File: src/rtl/blit_pkg.sv
/*
 * constants shared by the block-move engine: register offsets, field
 * positions, reset values and step sizes.
 * assumes a 32-bit classic wishbone register bus and a 16-bit memory port.
 */
`default_nettype none
package blit_pkg;
	// ---------------------------------------------------------------
	// bus and memory widths
	// ---------------------------------------------------------------
	localparam int WB_ADDR_W = 8;
	localparam int WB_DATA_W = 32;
	localparam int MEM_ADDR_W = 24;
	localparam int WORD_W = 16;

	// ---------------------------------------------------------------
	// register byte offsets
	// ---------------------------------------------------------------
	localparam logic [WB_ADDR_W-1:0] OFS_CONTROL = 8'h00;
	localparam logic [WB_ADDR_W-1:0] OFS_SIZE = 8'h04;
	localparam logic [WB_ADDR_W-1:0] OFS_STATUS = 8'h08;
	localparam logic [WB_ADDR_W-1:0] OFS_PTR_BASE = 8'h10; // four words, one per channel
	localparam logic [WB_ADDR_W-1:0] OFS_MOD_BASE = 8'h20;
	localparam logic [WB_ADDR_W-1:0] OFS_DAT_BASE = 8'h30; // three source data words

	// ---------------------------------------------------------------
	// field positions
	// ---------------------------------------------------------------
	localparam int CTL_LF_LSB = 0;
	localparam int CTL_LF_W = 8;
	localparam int CTL_EN_LSB = 8; // bits 8..11: source one/two/three, target
	localparam int NUM_CH = 4;
	localparam int NUM_SRC = 3;
	localparam int CH_TARGET = 3;
	localparam int SIZE_W_BITS = 6;
	localparam int SIZE_H_LSB = 6;
	localparam int SIZE_H_BITS = 10;
	localparam int STAT_DONE_BIT = 0;
	localparam int STAT_BUSY_BIT = 1;

	// ---------------------------------------------------------------
	// reset values and steps
	// ---------------------------------------------------------------
	localparam logic [WB_DATA_W-1:0] CTL_RESET = 32'h0000_0000;
	localparam logic [MEM_ADDR_W-1:0] PTR_STEP = 24'h00_0002;
	localparam logic [WB_DATA_W-1:0] READ_ZERO = 32'h0000_0000;

	typedef enum logic [2:0] {
		ST_IDLE,
		ST_FETCH,
		ST_WRITE,
		ST_ADVANCE
	} blit_state_e;
endpackage : blit_pkg
`default_nettype wire

File: src/rtl/blit_func_gen.sv
/*
 * three-input function generator: one minterm byte selects each output bit.
 * assumes operands stable for the cycle in which the result is sampled.
 */
`default_nettype none
module blit_func_gen #(
	parameter int W = 16
) (
	input wire logic [7:0] logic_function_byte_i,
	input wire logic [W-1:0] src_one_i,
	input wire logic [W-1:0] src_two_i,
	input wire logic [W-1:0] src_three_i,
	output logic [W-1:0] result_o
);
	// ---------------------------------------------------------------
	// per-bit minterm lookup
	// ---------------------------------------------------------------
	// same function for every bit position of every word
	always_comb begin
		for (int i = 0; i < W; i++) begin
			result_o[i] = logic_function_byte_i[{src_one_i[i], src_two_i[i], src_three_i[i]}];
		end
	end
endmodule : blit_func_gen
`default_nettype wire

File: src/rtl/blit_addr_step.sv
/*
 * address stepper for one channel: advances by a word, or by a word plus
 * the sign-extended row modulo at the end of a row.
 * assumes it is combinational and sampled by the owner's pointer register.
 */
`default_nettype none
module blit_addr_step
	import blit_pkg::*;
(
	input wire logic [blit_pkg::MEM_ADDR_W-1:0] ptr_i,
	input wire logic [blit_pkg::WORD_W-1:0] modulo_i,
	input wire logic row_end_i,
	output logic [blit_pkg::MEM_ADDR_W-1:0] ptr_next_o
);
	logic [MEM_ADDR_W-1:0] mod_ext;
	logic [MEM_ADDR_W-1:0] stepped;

	// ---------------------------------------------------------------
	// step arithmetic
	// ---------------------------------------------------------------
	// low modulo bit dropped so pointer stays even
	assign mod_ext = {{(MEM_ADDR_W-WORD_W){modulo_i[WORD_W-1]}}, modulo_i[WORD_W-1:1], 1'b0};
	assign stepped = ptr_i + PTR_STEP;
	assign ptr_next_o = row_end_i ? (stepped + mod_ext) : stepped;
endmodule : blit_addr_step
`default_nettype wire

File: src/rtl/rect_block_move_dma.sv
/*
 * rectangular block-move engine: register file on wishbone, a word-at-a-time
 * walker over three sources and one target, and the function generator.
 * assumes a memory arbiter that grants one 16-bit access per mem_ack_i and
 * answers reads with data valid together with mem_ack_i.
 */
// The placing of the registers and the Wishbone slave port were left to the implementer.
//
// Function
// - four separate channel enable bits in the first control register.
// - disabled channel makes no memory cycle; disabled source uses its data word.
// - source data registers are writable by software as preloads.
// - one 16-bit word per access, only while the bus is granted.
// - completion sets a done flag and raises an interrupt request.
// - one shared size register for all channels.
// - width is low six bits; zero means 64 words.
// - height is upper ten bits; zero means 1024 rows.
// - pointer of an enabled channel advances by two per word.
// - signed modulo added to pointer at each row end.
// - each channel has its own 16-bit modulo register.
// - modulo in bytes, low bit ignored, sign-extended.
// - 256 logic combinations of three sources are available.
// - same function applied to every bit of every word.
// - each of eight source combinations maps to a programmable bit.
// - writing the size register starts the operation.
// - logic function byte sits in the first control register.
// - pointer low bit ignored; transfers are word aligned.
`default_nettype none
module rect_block_move_dma
	import blit_pkg::*;
(
	input wire logic clk_i,
	input wire logic rst_i,
	input wire logic wb_cyc_i,
	input wire logic wb_stb_i,
	input wire logic wb_we_i,
	input wire logic [blit_pkg::WB_ADDR_W-1:0] wb_adr_i,
	input wire logic [3:0] wb_sel_i,
	input wire logic [blit_pkg::WB_DATA_W-1:0] wb_dat_i,
	output logic [blit_pkg::WB_DATA_W-1:0] wb_dat_o,
	output logic wb_ack_o,
	output logic mem_req_o,
	output logic mem_we_o,
	output logic [blit_pkg::MEM_ADDR_W-1:0] mem_addr_o,
	output logic [blit_pkg::WORD_W-1:0] mem_wdata_o,
	input wire logic mem_ack_i,
	input wire logic [blit_pkg::WORD_W-1:0] mem_rdata_i,
	output logic done_o,
	output logic irq_o
);
	import blit_pkg::*;

	// ---------------------------------------------------------------
	// address decode fields
	// ---------------------------------------------------------------
	// registers sit on word boundaries, up to four to each sixteen-byte block
	localparam int IDX_LSB = 2;
	localparam int IDX_W = 2;
	localparam int BLOCK_LSB = 4;

	// ---------------------------------------------------------------
	// register storage
	// ---------------------------------------------------------------
	logic [WB_DATA_W-1:0] control_reg;
	logic [WORD_W-1:0] size_reg;
	logic [MEM_ADDR_W-1:0] ptr_reg [NUM_CH];
	logic [WORD_W-1:0] mod_reg [NUM_CH];
	logic [WORD_W-1:0] dat_reg [NUM_SRC];
	logic done_reg;
	logic irq_reg;

	// ---------------------------------------------------------------
	// walker state
	// ---------------------------------------------------------------
	blit_state_e state_reg;
	logic [1:0] ch_reg;
	logic [SIZE_W_BITS:0] col_reg;
	logic [SIZE_H_BITS:0] row_reg;
	logic [SIZE_W_BITS:0] width_words;
	logic [SIZE_H_BITS:0] height_rows;
	logic [WORD_W-1:0] result;
	logic [MEM_ADDR_W-1:0] ptr_next [NUM_CH];
	logic row_end;
	logic last_word;
	logic [7:0] lf_byte;
	logic [NUM_CH-1:0] enables;

	// ---------------------------------------------------------------
	// bus decode
	// ---------------------------------------------------------------
	logic bus_hit;
	logic bus_wr;
	logic [1:0] bus_idx;
	logic size_wr;
	logic busy;
	logic ptr_blk;
	logic mod_blk;
	logic dat_blk;

	// both low byte lanes required, so a byte write cannot tear a register
	assign bus_hit = wb_cyc_i && wb_stb_i && !wb_ack_o;
	assign bus_wr = bus_hit && wb_we_i && wb_sel_i[0] && wb_sel_i[1];
	assign bus_idx = wb_adr_i[IDX_LSB +: IDX_W];
	assign ptr_blk = (wb_adr_i[WB_ADDR_W-1:BLOCK_LSB] == OFS_PTR_BASE[WB_ADDR_W-1:BLOCK_LSB]);
	assign mod_blk = (wb_adr_i[WB_ADDR_W-1:BLOCK_LSB] == OFS_MOD_BASE[WB_ADDR_W-1:BLOCK_LSB]);
	assign dat_blk = (wb_adr_i[WB_ADDR_W-1:BLOCK_LSB] == OFS_DAT_BASE[WB_ADDR_W-1:BLOCK_LSB])
		&& (bus_idx != 2'(CH_TARGET));
	assign busy = (state_reg != ST_IDLE);
	assign size_wr = bus_wr && (wb_adr_i == OFS_SIZE) && !busy;
	assign lf_byte = control_reg[CTL_LF_LSB +: CTL_LF_W];
	assign enables = control_reg[CTL_EN_LSB +: NUM_CH];

	// zero field codes the maximum extent
	assign width_words = (size_reg[SIZE_W_BITS-1:0] == '0) ?
		{1'b1, {SIZE_W_BITS{1'b0}}} : {1'b0, size_reg[SIZE_W_BITS-1:0]};
	assign height_rows = (size_reg[WORD_W-1:SIZE_H_LSB] == '0) ?
		{1'b1, {SIZE_H_BITS{1'b0}}} : {1'b0, size_reg[WORD_W-1:SIZE_H_LSB]};
	assign row_end = (col_reg == width_words - 1'b1);
	assign last_word = row_end && (row_reg == height_rows - 1'b1);

	// ---------------------------------------------------------------
	// wishbone answer: one-cycle ack, registered read data
	// ---------------------------------------------------------------
	always_ff @(posedge clk_i) begin
		if (rst_i) begin
			wb_ack_o <= 1'b0;
			wb_dat_o <= READ_ZERO;
		end else begin
			wb_ack_o <= bus_hit;
			wb_dat_o <= READ_ZERO;
			if (bus_hit && !wb_we_i) begin
				// size and modulo are write-only; unmapped reads give zero
				if (wb_adr_i == OFS_CONTROL) begin
					wb_dat_o <= control_reg;
				end else if (wb_adr_i == OFS_STATUS) begin
					wb_dat_o <= READ_ZERO | (WB_DATA_W'(done_reg) << STAT_DONE_BIT)
						| (WB_DATA_W'(busy) << STAT_BUSY_BIT);
				end else if (ptr_blk) begin
					wb_dat_o <= WB_DATA_W'(ptr_reg[bus_idx]);
				end else if (dat_blk) begin
					wb_dat_o <= WB_DATA_W'(dat_reg[bus_idx]);
				end
			end
		end
	end

	// ---------------------------------------------------------------
	// control and size registers
	// ---------------------------------------------------------------
	// control writes ignored mid-operation so the function stays fixed
	always_ff @(posedge clk_i) begin
		if (rst_i) begin
			control_reg <= CTL_RESET;
			size_reg <= '0;
		end else begin
			if (bus_wr && (wb_adr_i == OFS_CONTROL) && !busy) begin
				control_reg <= wb_dat_i;
			end
			if (size_wr) begin
				size_reg <= wb_dat_i[WORD_W-1:0];
			end
		end
	end

	// ---------------------------------------------------------------
	// modulo and source data registers
	// ---------------------------------------------------------------
	always_ff @(posedge clk_i) begin
		if (rst_i) begin
			for (int i = 0; i < NUM_CH; i++) begin
				mod_reg[i] <= '0;
			end
			for (int i = 0; i < NUM_SRC; i++) begin
				dat_reg[i] <= '0;
			end
		end else begin
			if (bus_wr && !busy && mod_blk) begin
				mod_reg[bus_idx] <= wb_dat_i[WORD_W-1:0];
			end
			if (bus_wr && !busy && dat_blk) begin
				dat_reg[bus_idx] <= wb_dat_i[WORD_W-1:0];
			end else if (state_reg == ST_FETCH && mem_ack_i && ch_reg != 2'(CH_TARGET)) begin
				dat_reg[ch_reg] <= mem_rdata_i;
			end
		end
	end

	// ---------------------------------------------------------------
	// address steppers, one per channel
	// ---------------------------------------------------------------
	genvar g;
	generate
		for (g = 0; g < NUM_CH; g++) begin : g_step
			blit_addr_step u_step (
				.ptr_i(ptr_reg[g]),
				.modulo_i(mod_reg[g]),
				.row_end_i(row_end),
				.ptr_next_o(ptr_next[g])
			);
		end
	endgenerate

	// ---------------------------------------------------------------
	// pointer registers
	// ---------------------------------------------------------------
	// pointer advances only after its own access, so disabled ones hold
	always_ff @(posedge clk_i) begin
		if (rst_i) begin
			for (int i = 0; i < NUM_CH; i++) begin
				ptr_reg[i] <= '0;
			end
		end else begin
			if (bus_wr && !busy && ptr_blk) begin
				ptr_reg[bus_idx] <= {wb_dat_i[MEM_ADDR_W-1:1], 1'b0};
			end else if (state_reg == ST_ADVANCE) begin
				for (int i = 0; i < NUM_CH; i++) begin
					if (enables[i]) begin
						ptr_reg[i] <= ptr_next[i];
					end
				end
			end
		end
	end

	// ---------------------------------------------------------------
	// function generator
	// ---------------------------------------------------------------
	blit_func_gen #(
		.W(WORD_W)
	) u_func (
		.logic_function_byte_i(lf_byte),
		.src_one_i(dat_reg[0]),
		.src_two_i(dat_reg[1]),
		.src_three_i(dat_reg[2]),
		.result_o(result)
	);

	// ---------------------------------------------------------------
	// walker: fetch enabled sources in order, then write target
	// ---------------------------------------------------------------
	always_ff @(posedge clk_i) begin
		if (rst_i) begin
			state_reg <= ST_IDLE;
			ch_reg <= '0;
			col_reg <= '0;
			row_reg <= '0;
		end else begin
			unique case (state_reg)
				ST_IDLE: begin
					if (size_wr) begin
						state_reg <= ST_FETCH;
						ch_reg <= '0;
						col_reg <= '0;
						row_reg <= '0;
					end
				end
				ST_FETCH: begin
					// skip disabled channels without a memory cycle
					if (!enables[ch_reg] || mem_ack_i) begin
						if (ch_reg == 2'(NUM_SRC - 1)) begin
							state_reg <= ST_WRITE;
						end else begin
							ch_reg <= ch_reg + 2'd1;
						end
					end
				end
				ST_WRITE: begin
					if (!enables[CH_TARGET] || mem_ack_i) begin
						state_reg <= ST_ADVANCE;
					end
				end
				ST_ADVANCE: begin
					// pointers step on this same edge, ready for the next fetch
					ch_reg <= '0;
					if (last_word) begin
						state_reg <= ST_IDLE;
					end else if (row_end) begin
						col_reg <= '0;
						row_reg <= row_reg + 1'b1;
						state_reg <= ST_FETCH;
					end else begin
						col_reg <= col_reg + 1'b1;
						state_reg <= ST_FETCH;
					end
				end
				default: begin
					state_reg <= ST_IDLE;
				end
			endcase
		end
	end

	// ---------------------------------------------------------------
	// memory request outputs, registered
	// ---------------------------------------------------------------
	// request drops the cycle after ack so one ack is one word
	// write data re-driven each cycle; sources cannot change in ST_WRITE
	always_ff @(posedge clk_i) begin
		if (rst_i) begin
			mem_req_o <= 1'b0;
			mem_we_o <= 1'b0;
			mem_addr_o <= '0;
			mem_wdata_o <= '0;
		end else begin
			mem_req_o <= 1'b0;
			if (state_reg == ST_FETCH && enables[ch_reg] && !mem_ack_i && !mem_req_o) begin
				mem_req_o <= 1'b1;
				mem_we_o <= 1'b0;
				mem_addr_o <= ptr_reg[ch_reg];
			end else if (state_reg == ST_FETCH && enables[ch_reg] && mem_req_o && !mem_ack_i) begin
				mem_req_o <= 1'b1;
			end else if (state_reg == ST_WRITE && enables[CH_TARGET] && !mem_ack_i) begin
				mem_req_o <= 1'b1;
				mem_we_o <= 1'b1;
				mem_addr_o <= ptr_reg[CH_TARGET];
				mem_wdata_o <= result;
			end
		end
	end

	// ---------------------------------------------------------------
	// completion flag and interrupt
	// ---------------------------------------------------------------
	// completion set outranks the clear by a fresh start
	always_ff @(posedge clk_i) begin
		if (rst_i) begin
			done_reg <= 1'b0;
			irq_reg <= 1'b0;
		end else if (state_reg == ST_ADVANCE && last_word) begin
			done_reg <= 1'b1;
			irq_reg <= 1'b1;
		end else if (size_wr) begin
			done_reg <= 1'b0;
			irq_reg <= 1'b0;
		end
	end

	// flags leave straight from their registers
	assign done_o = done_reg;
	assign irq_o = irq_reg;
endmodule : rect_block_move_dma
`default_nettype wire

File: config.mk
export PLATFORM = sky130hd
export DESIGN_NAME = rect_block_move_dma
export DESIGN_NICKNAME = d
export VERILOG_FILES = /design/src/rtl/blit_pkg.sv /design/src/rtl/blit_func_gen.sv /design/src/rtl/blit_addr_step.sv /design/src/rtl/rect_block_move_dma.sv
export SDC_FILE = /design/constraint.sdc
export NUM_CORES = 1
export LEC_CHECK = 0
export BUFFER_PORTS_ARGS = -buffer_cell sky130_fd_sc_hd__buf_4
export CAP_MARGIN = 20
export CORE_UTILIZATION = 25
export DETAILED_ROUTE_END_ITERATION = 6
export SETUP_SLACK_MARGIN = 0.05
export SKIP_LAST_GASP = 1
export SYNTH_ARGS = -nofsm -noshare
export SYNTH_HDL_FRONTEND = slang
export SYNTH_HIERARCHICAL = 1
export SYNTH_SLANG_ARGS = --single-unit
export TNS_END_PERCENT = 30
File: constraint.sdc
create_clock -name clk_i -period 9.6 [get_ports clk_i]
set_input_delay 0.48 -clock clk_i [delete_from_list [all_inputs] [get_ports clk_i]]
set_output_delay 0.48 -clock clk_i [all_outputs]
set_load 0.005 [all_outputs]
Word level (Yosys, flattened, before mapping)
Memories as Yosys holds them, arrays and structs flattened. A register that Yosys moved wholly into a read port is not among the register bits.
Index checks and enable logic that the tools add are counted.

word-level totals
  register bits after elaboration = 147
  bits in writable memories = 208
  bits of input ports = 66
  output and inout port bits = 77
  logic and storage cells = 255
  memories kept = 3

memory list
  name     words  width  read ports  clocked after memory_dff  wr ports  RTL line                   text
  ptr_reg  4      24     6           1                         4         rect_block_move_dma.sv:66  logic [MEM_ADDR_W-1:0] ptr_reg [NUM_CH];
  mod_reg  4      16     4           0                         4         rect_block_move_dma.sv:67  logic [WORD_W-1:0] mod_reg [NUM_CH];
  dat_reg  3      16     4           0                         3         rect_block_move_dma.sv:68  logic [WORD_W-1:0] dat_reg [NUM_SRC];

cells by class
  $add $sub $neg = 13
  magnitude comparators = 17
  equal/unequal tests = 21
  mux-type cells = 123
  bitwise gates (word level) = 8
  reductions and logical operators = 57

operators with widths
  kind                                                                          number
  24-bit 2-to-1 mux                                                             14
  24-bit by 2-bit adder with 24-bit output, second input constant               4
  24-bit adder                                                                  4
  3-bit by 4-bit less-than comparator with 1-bit output, second input constant  16
  16-bit 2-to-1 mux                                                             4
  1-bit 2-to-1 mux                                                              62
  1-bit binary-select mux with 3-bit select                                     16
  16-bit OR reduction                                                           3
  11-bit 2-to-1 mux                                                             4
  32-bit 2-to-1 mux                                                             1
  7-bit 2-to-1 mux                                                              4
  1-bit logical AND                                                             26
  24-bit OR reduction                                                           1
  11-bit case mux with 2 select lines                                           1
  2-bit 2-to-1 mux                                                              9
  2-bit != test, second input constant                                          9
  7-bit case mux with 2 select lines                                            1
  3-bit 2-to-1 mux                                                              4
  3-bit case mux with 4 select lines                                            1
  4-bit AND reduction                                                           3
  11-bit by 1-bit adder with 11-bit output, second input constant               1
  11-bit equality test                                                          1
  11-bit by 1-bit subtractor with 11-bit output, second input constant          1
  10-bit logical NOT                                                            1
  28 further kinds                                                              48

Longest topological paths before layout
  depth in word-level cells = 13
  depth in mapped cells = 15

By module
Netlist, hierarchy kept.

by module, submodules not included
  module                                  times used  cells each  area each (um^2)  sequential area each (um^2)
  rect_block_move_dma                     1           1,465       16,555.9          9,439.1
  blit_addr_step at g_step[1].u_step ...  2           293         2,100.8           0.0
  blit_addr_step at g_step[3].u_step      1           296         2,122.0           0.0
  blit_addr_step at g_step[0].u_step      1           287         1,960.6           0.0
  blit_func_gen                           1           56          1,051.0           0.0

Worst setup path before layout
No wires, ideal clock.

  kind = register to register
  start point = reg size_reg[0]
  end point = mem ptr_reg[0][23] (data pin)
  arrival = 3.222 ns
  required time = 9.344 ns
  path slack = 6.122 ns
  stages on the path, launching flop included = 16
  buffers on the path = 1
  cell sequence = dfxtp_1 > inv_1 > ha_1 > nor2b_1 > or3_1 > a31oi_1 > nand4_1 > inv_1 > clkbuf_1 > inv_2 > a2111oi_0 > a21oi_1 > a31o_1 > a21oi_1 > xnor2_1 > a22o_1

RTL lines
  what                      RTL line                    text
  start: declaration        rect_block_move_dma.sv:65   logic [WORD_W-1:0] size_reg;
  start signal: assignment  rect_block_move_dma.sv:160  size_reg <= wb_dat_i[WORD_W-1:0];
  end: declaration          rect_block_move_dma.sv:66

==> summary.md <==
| Metric | Value |
|---|---|
| Die Width | 322.9 um |
| Fin crit share | 0.4962 |
| Post_cts resized | 0 |
| Total track usage | 0.1589 |
| DRT antenna net count | 0 |
| GP Congestion | 0.9049 |
| Die area | 0.1043 mm^2 |
| Net Switching | 0.001030 W |
| Nets | 2942 |
| Critical path type | in -> reg |
| R2R Path Start | state_reg[0] |
| Logic pwr share | 0.113 |
| Max-slew violations | 0 |
| Commonest non-fill, non-tap cell in the layout | nand2_1 |
| Post-Syn Instances | 2682 |
| Slowest CP cell | nand2_1 |
| Post-Route Setup TNS | 0 ps |
| Bufs on Longest Clock Path | 3 |
| Worst-skew pair later-pin latency | 600 ps |
| Initial DRC count | 2079 |
| Clock share of power | 0.435 |
| Max FFs per register | 96 |
| Flop pwr share | 0.451 |
| Root buf cell | clkbuf_16 |
| Place WS | 4363 ps |
| Maximum single-stage delay on the critical path | 900 ps |
| Total power | 0.003808 W |
| Leakage | 11.11 nW |
| PD cells | 129.2 mW/mm^2 |
| Vias per std cell | 5.224 |
| First-pass GRT wire length | 127300 um |
| Filler cells | 10690 |
| Commonest non-fill, non-tap cells in the layout | nand2_1, nor2_1, a21oi_1 |
| CP Buf/Inv Count | 2 |
| CTS Hold Bufs | 0 |
| Vias in the first global route | 20300 |
| Largest net degree at the start of global routing | 88 |
| Hold depth | 2 |
| Switching share of power | 0.2704 |
| Routed WL per cell | 20.61 um |
| Relative slew slack | 0.2250 |
| Required time of the critical path | 9690 ps |
| Syn_area_per_cell | 9.600 um^2 |
| Clock Skew | 21.71 ps |
| R2r endpoint | dat_reg[1][7] |
| DP HPWL | 62350 um |
| Core area | 0.1019 mm^2 |
| Cells on worst reg2reg path | 9 |
| Setup WS post-layout | 4836 ps |
| Mapped Area | 0.02575 mm^2 |
| Routed wire length | 85250 um |
| Die Y | 322.9 um |
| Register clock-pin slew on the reported worst setup and hold paths | 60 ps |
| Worst hold path class | in -> reg |
| Reg2reg setup slack | 4960 ps |
| Cts bufs inserted | 44 |
| Fmax | 0.2099 GHz |
| Routed via count | 21610 |
| Drc violations | 0 |
| Buffer count from post-CTS setup fixing | 0 |
| I/O Pins | 143 |
| Arr. time, crit path | 4850 ps |
| Hold path startpoint | mem_ack_i |
| Grt ovf | 0 |
| Tmin final | 4764 ps |
| RSZ-0062 raised after global routing | no |
| Initial Util | 0.2527 |
| CP startpoint kind | input port |
| Layout area overhead | 14.45% |
| Post-Syn Nets | 2892 |
| Fin util | 0.2892 |
| Drt pass-1 iters | 5 |
| Status | completed |
| Initial antenna violation count | 5 |
| Max Cap Viol | 0 |
| Layout cells sized above 1 | 0.1557 |
| Sink Count | 361 |
| Internal power | 0.002778 W |
| Critical-path cell list | buf_4 > nor2_1 > nand4_1 > or2_2 > nand4_1 > buf_4 > a21oi_1 > a22oi_2 > nand2_1 |
| Max VDD drop | 0.0001211 V |
| CP top delay family | simple AND/OR/NAND/NOR gates |
| IO buf count | 140 |
| Number of setup violations in the final report | 0 |
| TritonCTS clock tree | yes |
| Crit. End Element | flip-flop |
| Final hold vios | 0 |
| Worst-path fanout max | 19 |
| Hold Path Sink | mem_req_o |
| Worst slew pin tran | 1162 ps |
| Rows | 117 |
| Ys Warns | 6 |
| Htree depth | 2 |
-- stage by stage --
| step | hold WS, ps | cell area [um^2] | std cells |
|---|---|---|---|
| floorplan | 429.6 | 25750 | 2682 |
| detailed placement | 439.0 | 28020 | 4052 |
| global placement | 434.0 | 27990 | 4051 |
| CTS | 65.43 | 29430 | 4134 |
| finish | 101.4 | 29470 | 4137 |
| global route | 93.47 | 29460 | 4136 |
-- power groups by stage --
| stage | registers, W | logic, W | clock network, W |
|---|---|---|---|
| global placement | 0.00175 | 0.000419 | 0 |
| CTS | 0.00172 | 0.000425 | 0.00168 |
| finish | 0.00172 | 0.000431 | 0.00166 |
| detailed placement | 0.00175 | 0.000422 | 0 |
| global route | 0.00172 | 0.000469 | 0.00174 |
| floorplan | 0.00173 | 0.000297 | 0 |
-- routing by layer --
| metal | GRT usage | routed length, um | part of all wire | vias up |
|---|---|---|---|---|
| met2 | 0.2445 | 37620 | 0.44 | 799 |
| met4 | 0.03676 | 1792 | 0.021 | 2 |
| li1 | - | - | - | 10230 |
| met3 | 0.03087 | 7383 | 0.087 | 93 |
| met1 | 0.2271 | 38450 | 0.45 | 10490 |
| met5 | 0 | 10 | 0.00012 | - |
-- worst max-delay path by stage --
| stage | from | to | cells after the start |
|---|---|---|---|
| after floorplan | size_reg[0] | ptr_reg[0][23] | 15 |
| after global placement | wb_adr_i[7] | dat_reg[1][8] | 9 |
| after detailed placement | wb_adr_i[7] | dat_reg[1][8] | 9 |
| after CTS | wb_adr_i[7] | dat_reg[1][7] | 9 |
| after global routing | wb_adr_i[7] | dat_reg[1][7] | 9 |
| final | wb_adr_i[7] | dat_reg[1][7] | 9 |
-- area by class of cell --
class                   instances  area, um^2  area share
multi-input cells            2073       15400      0.5228
well taps                    1368        1712     0.05809
diodes                          1       2.502  0.00008493
repair buffers                167        1294     0.04391
clock inverters                19       156.4    0.005308
flip-flops and latches        361        9319      0.3163
clock buffers                  63        1254     0.04255
inverters                      85       324.1     0.01100
Note: power is estimated with default switching activity, not from simulation.
